## config.mk

```make
export PLATFORM = sky130hd
export DESIGN_NAME = register_move_command_decoder
export DESIGN_NICKNAME = d
export VERILOG_FILES = /design/src/hdl/reg_move_pkg.sv /design/src/hdl/frame_bus_if.sv /design/src/hdl/frame_word_gate.sv /design/src/hdl/register_move_command_decoder.sv
export VERILOG_INCLUDE_DIRS = /design/src /design/src/hdl
export SDC_FILE = /design/constraint.sdc
export NUM_CORES = 1
export LEC_CHECK = 0
export ABC_CLOCK_PERIOD_IN_PS = 8700
export BUFFER_PORTS_ARGS = -buffer_cell sky130_fd_sc_hd__buf_2
export CAP_MARGIN = 20
export CORE_UTILIZATION = 59
export CTS_CLUSTER_SIZE = 40
export DETAILED_ROUTE_END_ITERATION = 10
export PLACE_DENSITY = 0.77
export RECOVER_POWER = 25
export REMOVE_ABC_BUFFERS = 1
export SETUP_SLACK_MARGIN = 0.4
export SLEW_MARGIN = 5
export SYNTH_ARGS = -nofsm -noshare
export SYNTH_HDL_FRONTEND = slang
export SYNTH_SLANG_ARGS = --single-unit
```

## constraint.sdc

```tcl
create_clock -name clk -period 8.7 [get_ports clk]
set_clock_uncertainty 0.05 [all_clocks]
set_input_delay 2.175 -clock clk [delete_from_list [all_inputs] [get_ports clk]]
set_output_delay 2.175 -clock clk [all_outputs]
set_load 0.03 [all_outputs]
```

## src/hdl/reg_move_map.svh

```systemverilog
// Constants for the register-based move command decoder
`ifndef REG_MOVE_MAP_SVH
`define REG_MOVE_MAP_SVH
`define CMD_REG_ABS_TIME   8'hB2
`define CMD_REG_ABS_VEL    8'hA0
`define CMD_REG_REL_TIME   8'hB3
`define CMD_REG_REL_VEL    8'hA1
`define FRAME_WORDS        4'h9
`define ACC_TIME_MAX       32'h0000FFFE
`define TOTAL_TIME_MIN     32'h00000002
`define ACCEL_MIN          32'h00000001
`define ACCEL_MAX          32'h3FFFFFFF
`define SIGNED_MAX         32'h7FFFFFFF
`define RAMP_TIME_MAX      32'h0000FFFE
`define REG_LATENCY        2'h1
`endif

```

## src/hdl/reg_move_pkg.sv

```systemverilog
// Types for the register-based move command decoder
package reg_move_pkg;
  typedef enum logic [1:0] {
    prof_abs_time,
    prof_abs_vel,
    prof_rel_time,
    prof_rel_vel
  } profile_t;
endpackage

```

## src/hdl/frame_bus_if.sv

```systemverilog
// Word stream between the frame assembler and the decoder
`timescale 1ns/10ps
interface frame_bus_if;
  logic        word_valid;
  logic [15:0] word;
  logic        frame_end;
  modport source (output word_valid, output word, output frame_end);
  modport sink   (input word_valid, input word, input frame_end);
endinterface

```

## src/hdl/frame_word_gate.sv

```systemverilog
// Registers incoming 16-bit command words and marks frame ends
`timescale 1ns/10ps
module frame_word_gate
(
  // Clock and reset
  input  wire logic    clk,
  input  wire logic    reset,
  // Raw words from the serial receiver
  input  wire logic        in_valid,
  input  wire logic [15:0] in_word,
  input  wire logic        in_end,
  // Registered stream
  frame_bus_if.source      out
);
  logic        valid_reg;
  logic [15:0] word_reg;
  logic        end_reg;

  always_ff @(posedge clk)
  begin
    if (reset)
    begin
      valid_reg <= 1'b0;
      word_reg  <= 16'h0000;
      end_reg   <= 1'b0;
    end
    else
    begin
      valid_reg <= in_valid;
      word_reg  <= in_word;
      end_reg   <= in_valid & in_end;
    end
  end

  assign out.word_valid = valid_reg;
  assign out.word       = word_reg;
  assign out.frame_end  = end_reg;
endmodule // frame_word_gate

```

## src/hdl/register_move_command_decoder.sv

```systemverilog
// Decoder for the four register-sourced point-to-point move commands
// How it works
// - Absolute time move: code 178, nine words
// - Absolute velocity move: code 160, nine words
// - Relative time move: code 179, same order
// - Relative velocity move: code 161, same order
// - Absolute: target position read from register
// - Relative: distance from register plus present position
// - Absolute time variant starts ordinary time profile
// - Absolute velocity variant starts ordinary velocity profile
// - Relative velocity variant starts ordinary relative velocity profile
// - Stop enable and state end motion; zero disables
`timescale 1ns/10ps
`include "reg_move_map.svh"
module register_move_command_decoder
(
  // Clock and reset
  input  wire logic        clk,
  input  wire logic        reset,
  // Command words from the serial link, one 16-bit word per strobe
  input  wire logic        cmd_valid,
  input  wire logic [15:0] cmd_word,
  input  wire logic        cmd_last,
  // User data register file read port, one cycle latency
  output logic [7:0]       ureg_addr,
  output logic             ureg_rd,
  input  wire logic [31:0] ureg_data,
  // Present position from the motion engine
  input  wire logic [31:0] present_pos,
  // Profile start to the basic move engines
  output logic             move_start,
  output reg_move_pkg::profile_t move_kind,
  output logic [31:0]      move_target,
  output logic [31:0]      move_param_a,
  output logic [31:0]      move_param_b,
  output logic             stop_en_valid,
  output logic [15:0]      stop_enable,
  output logic [15:0]      stop_state,
  // Answer to the host
  output logic             ack,
  output logic             nak
);
  // ----------------------------------------------------------------
  // Word stream
  // ----------------------------------------------------------------
  frame_bus_if fb ();

  frame_word_gate u_gate
  (
    .clk      (clk),
    .reset    (reset),
    .in_valid (cmd_valid),
    .in_word  (cmd_word),
    .in_end   (cmd_last),
    .out      (fb.source)
  );

  // ----------------------------------------------------------------
  // Frame collection
  // ----------------------------------------------------------------
  typedef enum logic [1:0] {st_collect, st_fetch, st_wait, st_issue} state_t;

  state_t            state_reg;
  logic [3:0]        count_reg;
  logic [15:0]       words_reg [0:8];
  logic              start_reg;
  reg_move_pkg::profile_t kind_reg;
  logic [31:0]       target_reg;
  logic [31:0]       pa_reg;
  logic [31:0]       pb_reg;
  logic              sv_reg;
  logic [15:0]       se_reg;
  logic [15:0]       ss_reg;
  logic              ack_reg;
  logic              nak_reg;
  logic              rd_reg;
  logic [7:0]        addr_reg;

  // ----------------------------------------------------------------
  // Command decode and parameter checks
  // ----------------------------------------------------------------
  wire [7:0]  code       = words_reg[0][7:0];
  wire [31:0] data_reg_w = {words_reg[1], words_reg[2]};
  wire [31:0] param_a_w  = {words_reg[3], words_reg[4]};
  wire [31:0] param_b_w  = {words_reg[5], words_reg[6]};
  wire        is_abs_time = code == `CMD_REG_ABS_TIME;
  wire        is_abs_vel  = code == `CMD_REG_ABS_VEL;
  wire        is_rel_time = code == `CMD_REG_REL_TIME;
  wire        is_rel_vel  = code == `CMD_REG_REL_VEL;
  wire        is_time    = is_abs_time | is_rel_time;
  wire        is_vel     = is_abs_vel | is_rel_vel;
  wire        is_rel     = is_rel_time | is_rel_vel;
  wire        known      = is_time | is_vel;
  wire        count_ok   = count_reg == `FRAME_WORDS;
  // Parameter checks; the device refuses what the sender must avoid
  wire        time_ok    = param_a_w <= `ACC_TIME_MAX &&
                           param_b_w >= `TOTAL_TIME_MIN &&
                           param_b_w <= `SIGNED_MAX;
  wire        vel_ok     = param_a_w >= `ACCEL_MIN &&
                           param_a_w <= `ACCEL_MAX &&
                           param_b_w <= `SIGNED_MAX;
  // Velocity over acceleration bound expressed in time units
  wire [63:0] ramp_prod  = 64'(param_a_w) * 64'(`RAMP_TIME_MAX);
  wire        ratio_ok   = {32'h00000000, param_b_w} < ramp_prod;
  wire        params_ok  = is_time ? time_ok : (vel_ok & ratio_ok);
  wire        frame_ok   = known & count_ok & params_ok &
                           (data_reg_w[31:8] == 24'h000000);
  wire [3:0]  count_inc  = count_reg + 4'h1;
  wire        frame_done = fb.word_valid & fb.frame_end;
  wire [31:0] target_w   = is_rel ? ureg_data + present_pos
                                  : ureg_data;
  reg_move_pkg::profile_t kind_w;
  assign kind_w = is_abs_time ? reg_move_pkg::prof_abs_time :
                  is_abs_vel  ? reg_move_pkg::prof_abs_vel  :
                  is_rel_time ? reg_move_pkg::prof_rel_time :
                                reg_move_pkg::prof_rel_vel;

  // ----------------------------------------------------------------
  // Word store
  // ----------------------------------------------------------------
  // Words past the ninth are dropped; the count still runs to refuse them
  always_ff @(posedge clk)
  begin
    if (fb.word_valid && state_reg == st_collect &&
        count_reg < `FRAME_WORDS)
      words_reg[count_reg] <= fb.word;
  end

  // ----------------------------------------------------------------
  // Command sequencer
  // ----------------------------------------------------------------
  always_ff @(posedge clk)
  begin
    if (reset)
    begin
      state_reg <= st_collect;
      count_reg <= 4'h0;
      start_reg <= 1'b0;
      ack_reg   <= 1'b0;
      nak_reg   <= 1'b0;
      rd_reg    <= 1'b0;
      addr_reg  <= 8'h00;
      kind_reg  <= reg_move_pkg::prof_abs_time;
      target_reg <= 32'h00000000;
      pa_reg    <= 32'h00000000;
      pb_reg    <= 32'h00000000;
      sv_reg    <= 1'b0;
      se_reg    <= 16'h0000;
      ss_reg    <= 16'h0000;
    end
    else
    begin
      start_reg <= 1'b0;
      ack_reg   <= 1'b0;
      nak_reg   <= 1'b0;
      rd_reg    <= 1'b0;
      case (state_reg)
        st_collect:
        begin
          if (fb.word_valid)
          begin
            if (count_reg < 4'hF)
              count_reg <= count_inc;
            if (frame_done)
              state_reg <= st_fetch;
          end
        end
        st_fetch:
        begin
          count_reg <= 4'h0;
          if (frame_ok)
          begin
            addr_reg  <= data_reg_w[7:0];
            rd_reg    <= 1'b1;
            state_reg <= st_wait;
          end
          else
          begin
            nak_reg   <= 1'b1;
            state_reg <= st_collect;
          end
        end
        // Read data arrives one cycle after the read pulse
        st_wait:
          state_reg <= st_issue;
        st_issue:
        begin
          target_reg <= target_w;
          kind_reg   <= kind_w;
          pa_reg     <= param_a_w;
          pb_reg     <= param_b_w;
          se_reg     <= words_reg[7];
          ss_reg     <= words_reg[8];
          sv_reg     <= words_reg[7] != 16'h0000;
          start_reg  <= 1'b1;
          ack_reg    <= 1'b1;
          state_reg  <= st_collect;
        end
        default:
          state_reg <= st_collect;
      endcase
    end
  end

  // ----------------------------------------------------------------
  // Outputs
  // ----------------------------------------------------------------
  // Every output comes straight from a register
  assign ureg_addr     = addr_reg;
  assign ureg_rd       = rd_reg;
  assign move_start    = start_reg;
  assign move_kind     = kind_reg;
  assign move_target   = target_reg;
  assign move_param_a  = pa_reg;
  assign move_param_b  = pb_reg;
  assign stop_en_valid = sv_reg;
  assign stop_enable   = se_reg;
  assign stop_state    = ss_reg;
  assign ack           = ack_reg;
  assign nak           = nak_reg;
endmodule // register_move_command_decoder

```

==> flow_summary.toml <==
[sta]
fin_ws_ns = 0.675
drv_slew = 0
fin_setup_tns_ns = 0
setup_viol = 0
rsz0062_at_grt = "no"
worstMarginPinSlew_ns = 1.07
period_share_pct = 92.2
min_period_ns = 8.02
slew_headroom_pct = 28.4
max_freq_mhz = 125
hold_violations = 0

[logic_synthesis]
yosysMostFrequentCell = "nand2_1"
synth_top_area_share_pct = 20.1
async_flop_share_pct = 0
synthDistinctLibCells = 90
synth_area_leaders = "fa_1 (20%), edfxtp_1 (18%), dfxtp_1 (15%), ha_1 (12%), nand2_1 (5.3%)"
ys_ff_latch = 302
yosysWarnings = 0
yosys-top-cells-count = "nand2_1 (322), inv_1 (320), fa_1 (227), ha_1 (213), a21oi_1 (203)"
seq_area_frac_synth_pct = 32.7
yosys.area.top_type = "fa_1"
synth_ff_type = "dfxtp_1"
syn_area_sq_mm = 0.0227
avgSynthCellArea_sq_um = 9.88
synth-edff-count = 136
syn_inst = 2293

[placed_design]
port-buffer-count = 226
dp_hpwl_microns = 50200
place_area_sq_mm = 0.0242
gp_congestion = 0.998
pre_cts_slack_ns = 0.355

[die]
die_y_microns = 198
dieArea_sq_mm = 0.0392
row_count = 71
die_w_microns = 198
start_util_pct = 60.0
pin_count = 227
core-area_sq_mm = 0.0378

[layout]
nets = 3048
final_area_sq_mm = 0.0257
drive_gt1_share_pct = 16.5
areaGrowthSynthToFinish_pct = 13.4
largest_reg_flops = 136
antenna_cells = 0
ff_latch_area_sq_mm = 0.00741
fillerInstances = 2971
multi_input_area_sq_mm = 0.0140

[critical_path]
cpMostUsedCell = "fa_1"
crit_slowest_cell = "fa_1"
criticalPathCategory = "reg2reg"
required_ns = 9.13
max_stage_delay_ns = 0.60
end_kind = "flop"
cp-start-kind = "flop"
worstPathMaxFanout = 6
crit_arrival_ns = 8.46

[power]
ir_drop_v = 0.000174
powerDensity_mw_per_mm2 = 132
p_leak_nw = 11.4
power_mw = 3.40

[route]
vias = 17700
viasPerCell = 5.80
wl_per_cell_microns = 21.2
drc_errors = 0
wl_microns = 64900
drt_iter0_markers = 1281
ant_nets = 0
drtPass1Iterations = 5

[clocking]
cts.clk_slew.worst_paths_ns = 0.06
clockRootBuffer = "clkbuf_16"
clock-sinks = 302
tritoncts = "yes"
clock_latency_ns = 0.60
h-tree-depth = 1
clockBufferDepth = 3
cts_made_buffers = 31

[run]
maxCapViolCount = 0

[global_routing]
grt.overflow.total = 0
grt_pass1_vias = 18100
grt_max_degree = 86
antenna_found_initial = 3
grt.total_usage_pct = 33.7
grt_first_pass_wirelength_microns = 100000

[worst_hold_path]
hold_path.class = "reg2reg"

[outcome]
status = "completed"
==> through the flow <==
| stage | instances | utilization, % | hold slack (ns) |
|---|---|---|---|
| 6_report | 3060 | 68.1 | 0.401 |
| 5_1_grt | 3060 | 68.1 | 0.420 |
| 4_1_cts | 3029 | 66.9 | 0.402 |
| 3_5_place_dp | 2971 | 64.2 | 0.393 |
| 3_3_place_gp | 2971 | 64.2 | 0.390 |
| 2_1_floorplan | 2219 | - | 0.421 |
==> layer usage <==
metal / global-route usage, % / part of all wire [%]
met1: 45.5 / 41
met2: 54.8 / 47
met3: 6.22 / 8.1
met4: 11.1 / 3.5
met5: 0 / 0.040
==> report_power, final <==
group          switching [mW]  internal [mW]
logic                   0.327          0.214
registers              0.0248           1.49
clock network           0.596          0.748
total                   0.948           2.45
==> worst max-delay path: cells and delay by family (launching register included) <==
family	cells	cell delay, ns
DFF	1	0.47
AOI/OAI and AO/OA	9	1.50
buffers and inverters	5	0.52
and+or+nand+nor	8	1.30
adders and majority gates	8	3.89
xor gates and xnor gates	1	0.17
==> what timing repair did <==
action | CTS | global route
pin swaps | 0 | 12
gates cloned | 0 | 0
resized for setup | 4 | 64
hold buffers | 0 | 0
setup endpoints to repair | 11 | 11
buffers inserted | 0 | 31
==> layout by cell type (no fill, tap or decap), types with 6 or more instances in the layout <==
master,Yosys,final
clkbuf_1,51,6
mux2i_1,11,11
buf_2,9,225
clkbuf_16,0,33
edfxtp_1,136,136
nor2b_1,24,24
ha_2,0,9
nand2_1,322,320
inv_2,0,11
nor4_1,28,26
a311oi_1,18,18
a21oi_2,4,9
fa_1,227,211
nand2b_1,11,11
a21oi_1,203,196
or3_1,9,9
nand3_1,23,23
a21o_1,37,37
ha_1,213,204
xor2_1,36,36
a211oi_1,17,17
fa_2,0,16
inv_1,320,309
a31oi_1,9,9
o21ai_0,58,57
o21bai_1,17,16
and3_1,8,8
xnor2_1,40,39
dfxtp_1,166,166
o21a_1,11,11
nor2_1,96,93
o31ai_1,8,7
o211ai_1,11,11
buf_4,2,46
nand4_1,25,25
nor3_1,30,28
==> kinds of logic (layout without fill, tap and decap cells) <==
logic type	Yosys count	after routing	synth area share, %
buf+inv	394	650	6.82
flops	302	302	32.7
mux	12	12	0.536
simple gates	612	612	12.3
fa+ha+maj	440	440	31.8
compound gates	457	457	12.9
xor+xnor	76	76	2.94
==> cell type report <==
cell class              instances  area share (%)
clock inverters                18           0.618
clock buffers                  40            3.39
inverters                     320            4.67
well taps                     511            2.49
flip-flops and latches        302            28.8
multi-input cells            1597            54.3
repair buffers                272            5.74
==> path summary, 6_finish.rpt <==
path | from | end | slack, ns | cells past startpoint
max | words_reg[4][4] | ureg_rd | 0.68 | 31
min | move_param_a[17] | move_param_a[17] | 0.40 | 2
min reg2reg | move_param_a[17] | move_param_a[17] | 0.40 | 2
max reg2reg | words_reg[4][4] | ureg_rd | 0.68 | 31
Note: power is estimated with default switching activity, not from simulation.
